[src/hsync_edge_defs.svh]
// Constants for the horizontal sync edge select and clamp timing block.
// Assumes a single pixel-domain clock; no software-visible registers.
//
// Behaviour
// - Polarity bit picks falling or rising lead
// - Only leading edge reaches pixel clock generator
// - Trailing edge only starts internal clamp timing
// - Sync input is timing and frequency reference
// - Green comparator result driven out uninverted
// - Internal clamp counts delay, duration from trailing
// - External clamp pin used, sense per polarity
`ifndef HSYNC_EDGE_DEFS_SVH
`define HSYNC_EDGE_DEFS_SVH

// ==========================================================
// Field values and reset values
// ==========================================================
`define HS_POL_FALLING    1'h0   // Leading edge is falling
`define HS_POL_RISING     1'h1   // Leading edge is rising
`define CLAMP_DELAY_RST   8'h04  // Default clamp start delay, pixel clocks
`define CLAMP_WIDTH_RST   8'h14  // Default clamp duration, pixel clocks

`endif

[src/hsync_edge_pkg.sv]
// Types shared by the sync edge select block.
// Assumes nothing beyond a SystemVerilog elaborator.
package hsync_edge_pkg;
    // Internal clamp sequencer states
    typedef enum logic [1:0] {
        CLAMP_IDLE,
        CLAMP_WAIT,
        CLAMP_HOLD
    } clamp_state_t;
endpackage

[src/hsync_edge_select_routing.sv]
// Sync input handling: edge selection, pulse generation, clamp timing.
// Assumes sync inputs are synchronous-safe after the two-stage sampler
// and configuration inputs are quasi-static.
`timescale 1ns/10ps
`include "hsync_edge_defs.svh"

module hsync_edge_select_routing #(
    parameter int CNT_W = 8                  // Width of clamp delay and duration counts
) (
    input  wire logic             mclk,                 // Pixel domain clock, 25 MHz
    input  wire logic             rstn,                 // Synchronous reset, active low
    input  wire logic             horiz_sync_in_a,      // Horizontal sync input, channel 0
    input  wire logic             horiz_sync_in_b,      // Horizontal sync input, channel 1
    input  wire logic             syncSel,              // Channel select, 1 picks channel 1
    input  wire logic             hsync_edge_polarity,  // 0 falling lead, 1 rising lead
    input  wire logic             green_sync_in_a,      // Green comparator result, channel 0
    input  wire logic             green_sync_in_b,      // Green comparator result, channel 1
    input  wire logic             extClampEn,           // 1 uses external clamp pin
    input  wire logic             clampPol,             // 1 external clamp active high
    input  wire logic             clampPin,             // External clamp input
    input  wire logic [CNT_W-1:0] clampDelay,           // Cycles from trailing edge to clamp
    input  wire logic [CNT_W-1:0] clampWidth,           // Clamp duration in cycles
    output logic                  leadPulse,            // One-cycle leading edge pulse
    output logic                  trailPulse,           // One-cycle trailing edge pulse
    output logic                  pllRef,               // Reference strobe to clock generator
    output logic                  green_sync_out,       // Green sync output, not inverted
    output logic                  clampOut              // Clamp active, high
);

    // Elaboration check: counts need at least two bits
    if (CNT_W < 2) begin : g_chk
        $error("CNT_W too small");
    end

    // ==========================================================
    // Input sampling
    // ==========================================================
    logic       syncIn;         // Selected sync channel, before sampling
    logic       syncMeta_r;     // First sampler stage, read only by second
    logic       syncSamp_r;     // Second sampler stage
    logic       syncPrev_r;     // Previous sample for edge detect
    logic       greenMeta_r;    // Green path first stage
    logic       greenSamp_r;    // Green path second stage
    logic       clampMeta_r;    // Clamp pin first stage
    logic       clampSamp_r;    // Clamp pin second stage
    logic       syncAct;        // Sync after polarity, high in pulse

    // Channel select feeds the sync sampler
    assign syncIn = syncSel ? horiz_sync_in_b : horiz_sync_in_a;

    // Two-stage sampler on every external level
    // In reset the sync stages follow the live level: a line that idles high
    // would otherwise look like an edge, and start a clamp, after release
    always_ff @(posedge mclk) begin
        if (!rstn) begin
            syncMeta_r  <= syncIn;
            syncSamp_r  <= syncIn;
            syncPrev_r  <= syncIn;
            greenMeta_r <= 1'h0;
            greenSamp_r <= 1'h0;
            clampMeta_r <= 1'h0;
            clampSamp_r <= 1'h0;
        end else begin
            syncMeta_r  <= syncIn;
            syncSamp_r  <= syncMeta_r;
            syncPrev_r  <= syncSamp_r;
            greenMeta_r <= syncSel ? green_sync_in_b : green_sync_in_a;
            greenSamp_r <= greenMeta_r;
            clampMeta_r <= clampPin;
            clampSamp_r <= clampMeta_r;
        end
    end

    // Polarity fold: active level is the one entered at the leading edge
    assign syncAct = (hsync_edge_polarity == `HS_POL_RISING) ? syncSamp_r : ~syncSamp_r;

    // ==========================================================
    // Edge pulses
    // ==========================================================
    logic actPrev;              // Previous folded level
    assign actPrev = (hsync_edge_polarity == `HS_POL_RISING) ? syncPrev_r : ~syncPrev_r;

    // Pulses are registered so downstream timing sees clean strobes
    always_ff @(posedge mclk) begin
        if (!rstn) begin
            leadPulse  <= 1'h0;
            trailPulse <= 1'h0;
        end else begin
            leadPulse  <= syncAct & ~actPrev;
            trailPulse <= ~syncAct & actPrev;
        end
    end

    // Pulse checks use the polarity in force when the pulse was made,
    // since the polarity may be changed on any cycle
    AST_LEAD_POL: assert property (@(posedge mclk) disable iff (!rstn)
        leadPulse |-> ($past(syncSamp_r) == $past(hsync_edge_polarity))
            && ($past(syncPrev_r) != $past(hsync_edge_polarity)))
        else $error("Leading pulse on wrong edge");

    AST_TRAIL_POL: assert property (@(posedge mclk) disable iff (!rstn)
        trailPulse |-> ($past(syncSamp_r) != $past(hsync_edge_polarity))
            && ($past(syncPrev_r) == $past(hsync_edge_polarity)))
        else $error("Trailing pulse on wrong edge");

    AST_PULSE_ONE: assert property (@(posedge mclk) disable iff (!rstn)
        leadPulse |=> !leadPulse)
        else $error("Leading pulse longer than one cycle");

    // Only the leading edge is a reference; the trailing edge never reaches it
    assign pllRef = leadPulse;

    // Reference strobe is checked against the raw samples; its source check uses the fold
    AST_REF_LEAD: assert property (@(posedge mclk) disable iff (!rstn)
        pllRef |-> !trailPulse && ($past(syncSamp_r) != $past(syncPrev_r))
            && ($past(syncSamp_r) == $past(hsync_edge_polarity)))
        else $error("Reference strobe not from leading edge");

    AST_REF_SRC: assert property (@(posedge mclk) disable iff (!rstn)
        (syncAct && !actPrev) |=> pllRef)
        else $error("Sync lead did not reach reference");

    // ==========================================================
    // Green sync routing
    // ==========================================================
    // Registered, same sense as the comparator
    always_ff @(posedge mclk) begin
        if (!rstn) begin
            green_sync_out <= 1'h0;
        end else begin
            green_sync_out <= greenSamp_r;
        end
    end

    // Output must follow the sampled comparator level, never its inverse
    AST_GREEN: assert property (@(posedge mclk) disable iff (!rstn)
        ##1 (green_sync_out == $past(greenSamp_r)))
        else $error("Green sync output inverted or stale");

    // ==========================================================
    // Internal clamp sequencer
    // ==========================================================
    hsync_edge_pkg::clamp_state_t clampSt_r;   // Sequencer state
    logic [CNT_W-1:0]             clampCnt_r;  // Down counter
    logic                         intClamp;    // Internal clamp window

    // Restarts on each trailing edge; a new edge aborts a window in progress
    always_ff @(posedge mclk) begin
        if (!rstn) begin
            clampSt_r  <= hsync_edge_pkg::CLAMP_IDLE;
            clampCnt_r <= '0;
        end else if (trailPulse) begin
            if (clampDelay == '0) begin
                clampSt_r  <= hsync_edge_pkg::CLAMP_HOLD;
                clampCnt_r <= clampWidth;
            end else begin
                clampSt_r  <= hsync_edge_pkg::CLAMP_WAIT;
                clampCnt_r <= clampDelay;
            end
        end else begin
            unique case (clampSt_r)
                hsync_edge_pkg::CLAMP_IDLE: begin
                    clampCnt_r <= '0;
                end
                hsync_edge_pkg::CLAMP_WAIT: begin
                    // Count the delay, then open the window
                    if (clampCnt_r <= CNT_W'(1)) begin
                        clampSt_r  <= hsync_edge_pkg::CLAMP_HOLD;
                        clampCnt_r <= clampWidth;
                    end else begin
                        clampCnt_r <= clampCnt_r - CNT_W'(1);
                    end
                end
                hsync_edge_pkg::CLAMP_HOLD: begin
                    // Zero width closes the window at once
                    if (clampCnt_r <= CNT_W'(1)) begin
                        clampSt_r  <= hsync_edge_pkg::CLAMP_IDLE;
                        clampCnt_r <= '0;
                    end else begin
                        clampCnt_r <= clampCnt_r - CNT_W'(1);
                    end
                end
                default: begin
                    clampSt_r  <= hsync_edge_pkg::CLAMP_IDLE;
                    clampCnt_r <= '0;
                end
            endcase
        end
    end

    assign intClamp = (clampSt_r == hsync_edge_pkg::CLAMP_HOLD) && (clampCnt_r != '0);

    // Sequencer checks: a delay only ever starts from a trailing edge,
    // and every window opens with the full programmed duration
    AST_CLAMP_START: assert property (@(posedge mclk) disable iff (!rstn)
        $rose(clampSt_r == hsync_edge_pkg::CLAMP_WAIT) |-> $past(trailPulse))
        else $error("Clamp delay started without trailing edge");

    AST_WIN_LEN: assert property (@(posedge mclk) disable iff (!rstn)
        $rose(intClamp) |-> (clampCnt_r == $past(clampWidth)))
        else $error("Clamp window opened with wrong duration");

    // ==========================================================
    // Clamp source select
    // ==========================================================
    // External pin wins when enabled; its sense follows clampPol
    always_ff @(posedge mclk) begin
        if (!rstn) begin
            clampOut <= 1'h0;
        end else if (extClampEn) begin
            clampOut <= clampPol ? clampSamp_r : ~clampSamp_r;
        end else begin
            clampOut <= intClamp;
        end
    end

    // Source checks look at the select that was in force one cycle back;
    // the cycle right after release still holds the reset value
    AST_CLAMP_INT: assert property (@(posedge mclk) disable iff (!rstn)
        (!extClampEn && !$past(extClampEn)) |-> (clampOut == $past(intClamp)))
        else $error("Internal clamp not used");

    AST_CLAMP_EXT: assert property (@(posedge mclk) disable iff (!rstn)
        ($past(rstn) && $past(extClampEn))
            |-> (clampOut == ($past(clampSamp_r) ~^ $past(clampPol))))
        else $error("External clamp sense wrong");

endmodule // hsync_edge_select_routing

[config.mk]
export PLATFORM = sky130hd
export DESIGN_NAME = hsync_edge_select_routing
export DESIGN_NICKNAME = d
export VERILOG_FILES = /design/src/hsync_edge_pkg.sv /design/src/hsync_edge_select_routing.sv
export VERILOG_INCLUDE_DIRS = /design/src
export SDC_FILE = /design/constraint.sdc
export NUM_CORES = 1
export LEC_CHECK = 0
export ABC_AREA = 0
export BUFFER_PORTS_ARGS = -buffer_cell sky130_fd_sc_hd__buf_2
export CAP_MARGIN = 40
export CELL_PAD_IN_SITES_DETAIL_PLACEMENT = 1
export CELL_PAD_IN_SITES_GLOBAL_PLACEMENT = 2
export CORE_AREA = 2 2 67 69
export DETAILED_ROUTE_END_ITERATION = 10
export DIE_AREA = 0 0 69 71
export PLACE_DENSITY_LB_ADDON = 0.15
export SYNTH_ARGS = -nofsm -noshare
export SYNTH_HDL_FRONTEND = slang
export SYNTH_SLANG_ARGS = --single-unit
[constraint.sdc]
create_clock -name mclk -period 2.9 [get_ports mclk]
set_clock_uncertainty 0.15 [all_clocks]
set_input_delay 0.58 -clock mclk [delete_from_list [all_inputs] [get_ports mclk]]
set_output_delay 0.58 -clock mclk [all_outputs]
set_load 0.005 [all_outputs]
==> results of run 1 <==
==> cells in the final DEF (no fill, tap or decap) <==
cell,count
buf_4,1
a311o_1,1
a311o_2,1
o22ai_1,6
nor3_1,5
and2_1,5
xor2_1,2
nor2_1,14
o21ai_0,7
mux2i_1,2
o32ai_1,1
or3_1,2
ha_1,6
o31ai_1,1
mux2_2,2
xnor2_1,1
a31oi_1,2
a211o_1,2
or2_2,2
or4_1,2
inv_1,10
nand3_1,6
buf_2,31
or4_4,2
a311oi_1,1
clkbuf_8,3
a21oi_1,17
dfxtp_1,21
o21a_1,1
clkinv_2,1
nor2b_1,2
nor4_1,1
nand2_1,8
==> sequential cells by signal, summed over array words and instances, names as in the netlist <==
name            cells
green_sync_out      1
greenSamp_r         1
syncSamp_r          1
clampCnt_r          8
clampOut            1
clampSamp_r         1
syncPrev_r          1
greenMeta_r         1
syncMeta_r          1
leadPulse           1
clampMeta_r         1
clampSt_r           2
trailPulse          1
==> worst max-delay path, delay by kind of cell, from the launching register on <==
family           cells  cell delay (ns)
AO/OA/AOI/OAI        2             0.40
AND/OR/NAND/NOR      3             1.40
flip-flops           1             0.35
==> per-stage QoR <==
step           std cells  instance area, µm²  worst slack (ns)
6_report             221                1370             0.473
2_1_floorplan        137                1120             0.691
5_1_grt              221                1370             0.359
3_3_place_gp         217                1320             0.541
3_5_place_dp         217                1320             0.493
4_1_cts              221                1370             0.474
==> synthesized netlist by cell type, types with 2 or more instances <==
library cell,number,area (µm²)
mux2i_1,2,20.0
or2_2,2,12.5
dfxtp_1,21,420
o22ai_1,6,37.5
o21ai_0,7,35.0
inv_1,10,37.5
or3_1,2,12.5
xor2_1,2,17.5
nor2_1,14,52.6
ha_1,6,75.1
nor2b_1,2,12.5
nand3_1,6,30.0
nand2_1,8,30.0
a21oi_1,17,85.1
and2_1,5,31.3
clkbuf_1,2,7.51
a31oi_1,2,12.5
nor3_1,5,25.0
or4_1,2,15.0
mux2_2,2,22.5
a211o_1,2,17.5
or4_4,2,22.5
==> final timing paths <==
kind                            startpoint                  endpoint  slack, ns  depth (start not counted)
hold reg to reg     clampMeta_r$_SDFF_PN0_    clampSamp_r$_SDFF_PN0_       0.29                          1
setup reg to reg  clampCnt_r[4]$_SDFF_PN0_  clampCnt_r[7]$_SDFF_PN0_       0.47                          5
setup / recovery  clampCnt_r[4]$_SDFF_PN0_  clampCnt_r[7]$_SDFF_PN0_       0.47                          5
hold / removal      clampMeta_r$_SDFF_PN0_    clampSamp_r$_SDFF_PN0_       0.29                          1
==> report_power, final <==
part | internal [mW] | leakage [nW] | switching (mW)
Sequential | 0.304 | 0.172 | 0.0128
Clock | 0.0960 | 0.0255 | 0.103
Combinational | 0.0606 | 0.388 | 0.0732
==> area by class of cell <==
cell class | instances | area (µm²)
multi-input cells | 102 | 636
well taps | 52 | 65.1
fillers | 544 | 2840
repair buffers | 32 | 163
flip-flops and latches | 21 | 420
clock buffers | 3 | 41.3
clock inverters | 1 | 5.00
inverters | 10 | 37.5
==> routing by layer <==
metal | up-vias | global-route usage | wire length (µm)
met5 | - | 0 | 0
met4 | 0 | 0.0392 | 27
met3 | 2 | 0.0199 | 102
met2 | 15 | 0.234 | 1560
met1 | 516 | 0.174 | 1490
li1 | 549 | - | -
==> cell families after synthesis <==
kind of cell    share of synthesized area
mux                                0.0380
fa+ha+maj                          0.0670
simple gates                        0.223
compound gates                      0.216
buf+inv                            0.0570
xor+xnor                           0.0235
flops                               0.375
==> key figures, run 1 <==
Global routing
  • Vias in the first global route: 1167
  • Gr ovfl total: 0
  • Largest net degree at the start of global routing: 14
  • Global-route wire length before repair: 5.40 mm
  • Global-route usage over all layers: 0.135
  • Initial antenna violation count: 0

Timing
  • WHS: 0.287 ns
  • Setup TNS: 0 ns
  • Max Slew Vio Count: 0
  • Period utilization: 0.837
  • Min Tclk post-route: roughly 2.4 ns
  • Tightest Pin Transition: 0.307 ns
  • Max transition margin: 0.795
  • Final Hold Fails: 0
  • RSZ-0062 raised after global routing: false
  • Final setup violation count: 0
  • F_max: slightly above 400 MHz

Synth
  • Main synth FF type: dfxtp_1
  • Unique cell type count in the Yosys netlist: 32
  • Post-Synthesis Cells: 137
  • Number of synthesized register bits: 21
  • Synth Area per Inst: slightly above 8 µm²
  • Syn Nets: 170
  • Post-synth ARST share: 0
  • YS warnings: 0
  • Post-synthesis sequential area ratio: 0.375
  • Synthesized area: approximately 0.0011 mm²
  • Number of synthesized flops with an enable pin: 0

Worst setup path
  • CP Max Fanout: 13
  • CP max-delay cell: or4_4
  • Critical path endpoint category: flip-flop
  • Most used cell, CP: or4_4
  • Crit path launch type: flip-flop
  • Arrival @ worst endpoint: 2.42 ns
  • WP data required: between 2 and 3 ns
  • CP Cell Sequence: or4_4 > or4_4 > a31oi_1 > or2_2 > o32ai_1
  • Critical path class: flip-flop to flip-flop
  • Max stage delay on crit path: 0.60 ns

Die
  • Initial Util: 0.266
  • Die W: 69 µm
  • IO Count: 32
  • Die Area: approximately 0.0049 mm²
  • Die height: between 70 and 80 µm
  • Core ar.: 0.00420 mm²
  • Cell Rows: 24

Clock network
  • CTS Sinks: 21
  • CTS buffer count: 3
  • CTS tree: done
  • H-tree level count: 1
  • Root buffer cell: clkbuf_8
  • Cts hold-fix bufs: 0
  • Clk_lat worst skew: 0.26 ns
  • Postcts setup bufs: 0
  • Number of gates resized after cts: 0
  • CTS Buffer Depth: 2
  • Worst-path clk slew: about 0.08 ns

Drt
  • DRT antenna net count: 0
  • Iter 0 DRT Violations: 26
  • Remaining routing DRC violations: 0
  • Vias per Instance: between 4 and 5
  • Aggregate routed wire length: 3.17 mm
  • WL per Instance: 14.4 µm
  • DR pass1 iterations: 4
  • Routed via count: 1082

Power
  • Pwr Density: 475 mW/mm²
  • Leakage power: slightly below 0.6 nW
  • Max VDD drop: between 0.15 and 0.2 mV
  • Pwr Total: between 0.6 and 0.7 mW

Run
  • MaxCap Viol Count: 0

Layout
  • N_diodes: 0
  • Share of post-route cells with drive strength above 1: 0.254
  • Fin util: 0.325
  • Nets: a little over 200
  • Layout area overhead: 22.1%

Placement
  • IO buf count: 31
  • RePlAce Congestion: 0.838
  • Hpwl dp: roughly 2.5 mm

Outcome
  • Status: complete, no violations

Min path
  • Worst hold path class: flip-flop to flip-flop
Power figures use the tool's default switching activity.
==> inputs of run 2 (changes only) <==
Clock period 2.9 ns to 2.35 ns, I/O delays scaled along.
==> run 2 against run 1 <==
Against the previous run: flip-flop and latch count stayed put; combinational power is 34% higher; sequential power is 23% higher; clock power is 22% higher; global-route usage is 0.68 points higher; non-clock buffer count is 5 higher; sequential share of layout area is 1.0 points lower; core utilization is 1.1 points higher; cell area is 3.4% higher; cell count is 2.3% higher; count of clock-buffer cells in the layout stayed put; critical path type unchanged; critical endpoint is now clampCnt_r[5]$_SDFF_PN0_; largest cell class unchanged.
==> key figures, run 2 (synthesized netlist as in run 1, its figures left out) <==
Die
  • Die height: 71 µm (unchanged)
  • Cell Rows: 24 (unchanged)
  • Die Area: 0.00490 mm² (unchanged)
  • Core ar.: 0.00420 mm² (unchanged)
  • IO Count: 32 (unchanged)
  • Die W: 69 µm (unchanged)
  • Initial Util: 0.266 (unchanged)

Timing
  • Max Slew Vio Count: 0 (unchanged)
  • WHS: 0.260 ns (-0.0274 ns)
  • F_max: 435 MHz (+5.6%)
  • Final setup violation count: 0 (unchanged)
  • Min Tclk post-route: 2.30 ns (-0.129 ns)
  • Setup TNS: 0 ns (unchanged)
  • Worst Setup Slack, final: 0.0521 ns (-0.421 ns)
  • Max transition margin: 0.793 (-0.00174)
  • Tightest Pin Transition: 0.310 ns (+0.00261 ns)
  • Period utilization: 0.978 (+0.141)
  • Final Hold Fails: 0 (unchanged)

Drt
  • Remaining routing DRC violations: 0 (unchanged)
  • DR pass1 iterations: 4 (unchanged)
  • Iter 0 DRT Violations: 21 (-19%)
  • Routed via count: 1091 (+0.83%)
  • Vias per Instance: 4.83 (-1.4%)
  • Aggregate routed wire length: 3.32 mm (+4.5%)
  • WL per Instance: 14.7 µm (+2.2%)
  • DRT antenna net count: 0 (unchanged)

Clock network
  • Worst-path clk slew: 0.08 ns (about the same)
  • Root buffer cell: clkbuf_8
  • CTS buffer count: 3 (unchanged)
  • Postcts setup bufs: 0 (unchanged)
  • H-tree level count: 1 (unchanged)
  • CTS Sinks: 21 (unchanged)
  • Clk_lat worst skew: 0.26 ns (about the same)
  • CTS tree: done
  • CTS Buffer Depth: 2 (unchanged)

Worst setup path
  • Crit path to: clampCnt_r[5]$_SDFF_PN0_
  • Arrival @ worst endpoint: 2.29 ns (-0.13 ns)
  • End of the worst register-to-register path: clampCnt_r[5]$_SDFF_PN0_
  • CP Max Fanout: 6 (-7)
  • Crit. Startpoint: clampCnt_r[4]$_SDFF_PN0_
  • Critical path class: flip-flop to flip-flop
  • WP data required: 2.34 ns (-0.55 ns)
  • Worst r2r src: clampCnt_r[4]$_SDFF_PN0_
  • Critical path endpoint category: flip-flop
  • Crit path launch type: flip-flop
  • Reg2reg setup slack: 0.05 ns (-0.42 ns)
  • Reg2reg path depth: 5 (unchanged)

Power
  • Leakage power: 0.613 nW (+4.7%)
  • Clock share of power: 0.299 (-0.008)
  • Net Sw Power: 0.236 mW (+24%)
  • Pwr Total: 0.813 mW (+25%)
  • Max VDD drop: 0.251 mV (+53%)
  • Gate power share: 0.222 (+0.016)
  • Switching share of power: 0.290 (-0.00166)
  • Pwr Density: 575 mW/mm² (+21%)
  • Sequential share of power: 0.479 (-0.009)
  • Internal: 0.578 mW (+25%)

Placement
  • DP Area: 0.00136 mm² (+2.8%)
  • IO buf count: 31 (unchanged)
  • Dpl cells: 222 (+2.3%)
  • Place WS: 0.0139 ns (-0.479 ns)
  • RePlAce Congestion: 0.810 (-3.4%)
  • Hpwl dp: 2.64 mm (+5.0%)

Global routing
  • Gr ovfl total: 0 (unchanged)
  • Global-route usage over all layers: 0.142 (+0.00684)
  • Vias in the first global route: 1171 (+0.34%)
  • Largest net degree at the start of global routing: 13 (-1)
  • Global-route wire length before repair: 5.58 mm (+3.2%)
  • Initial antenna violation count: 0 (unchanged)

Layout
  • Largest regs: clampCnt_r: 8 flops, clampSt_r: 2 flops
  • Nets: 208 (+2.5%)
  • Largest Register: clampCnt_r
  • Commonest non-fill, non-tap cell in the layout: buf_2
  • Final instance count without filler cells: 226 (+2.3%)
  • Share of post-route cells with drive strength above 1: 0.282 (+0.0272)
  • Most frequent cells in the layout: buf_2 (31), dfxtp_1 (21), a21oi_1 (17)
  • Max reg flops: 8 (unchanged)
  • Layout area overhead: 26.3%
  • Final design area excluding fillers: 0.00141 mm² (+3.4%)
  • Fin util: 0.336 (+0.0110)
  • N_diodes: 0 (unchanged)

Outcome
  • Status: complete, no violations

Run
  • MaxCap Viol Count: 0 (unchanged)

Min path
  • Worst hold path class: primary input to flip-flop
## run 2: cell types whose count changed in the layout (fill, tap and decap cells not counted)
cell / delta
a31oi_2: +1
a31oi_1: -1
or2_2: -1
or2_4: +1
buf_4: +5
## run 2: power by group through the flow
| stage | sequential (mW) | clock [mW] | combinational (mW) |
|---|---|---|---|
| 4_1_cts | 0.390 | 0.256 | 0.180 |
| 3_5_place_dp | 0.399 | 0 | 0.179 |
| 6_report | 0.390 | 0.243 | 0.180 |
| 2_1_floorplan | 0.396 | 0 | 0.116 |
| 3_3_place_gp | 0.397 | 0 | 0.176 |
| 5_1_grt | 0.394 | 0.267 | 0.203 |
## run 2: critical path, cell delays in order (launching register included)
cell	delay [ns]
dfxtp_1	0.35
or4_4	0.54
or4_4	0.55
a31oi_2	0.28
or2_4	0.20
o22ai_1	0.09
## run 2: area by class of cell
cell class | instances | area, µm²
Sequential cell | 21 | 420
Multi-Input combinational cell | 102 | 644
Clock buffer | 3 | 41.3
Clock inverter | 1 | 5.00
Tap cell | 52 | 65.1
Timing Repair Buffer | 37 | 200
Fill cell | 526 | 2790
Inverter | 10 | 37.5
## run 2: what timing repair did
item	in CTS	in global routing
hold buffers	0	0
gates resized for setup	0	2
setup endpoints to repair	0	5
## run 2: routing by layer
metal | track usage | vias to the layer above | routed length (µm)
li1 | - | 560 | -
met1 | 0.174 | 515 | 1550
met2 | 0.245 | 12 | 1620
met3 | 0.0256 | 4 | 92
met4 | 0.0588 | 0 | 53
met5 | 0 | - | 0
## run 2: how the worst min path moves through the flow
stage / from / to / depth (start not counted) / slack, ns
3_5_place_dp: greenMeta_r$_SDFF_PN0_ / greenSamp_r$_SDFF_PN0_ / 1 / 0.27
5_1_grt: clampPin / clampMeta_r$_SDFF_PN0_ / 2 / 0.27
3_3_place_gp: greenSamp_r$_SDFF_PN0_ / green_sync_out$_SDFF_PN0_ / 1 / 0.27
4_1_cts: clampPin / clampMeta_r$_SDFF_PN0_ / 2 / 0.25
2_1_floorplan: clampMeta_r$_SDFF_PN0_ / clampSamp_r$_SDFF_PN0_ / 1 / 0.26
6_report: clampPin / clampMeta_r$_SDFF_PN0_ / 2 / 0.26
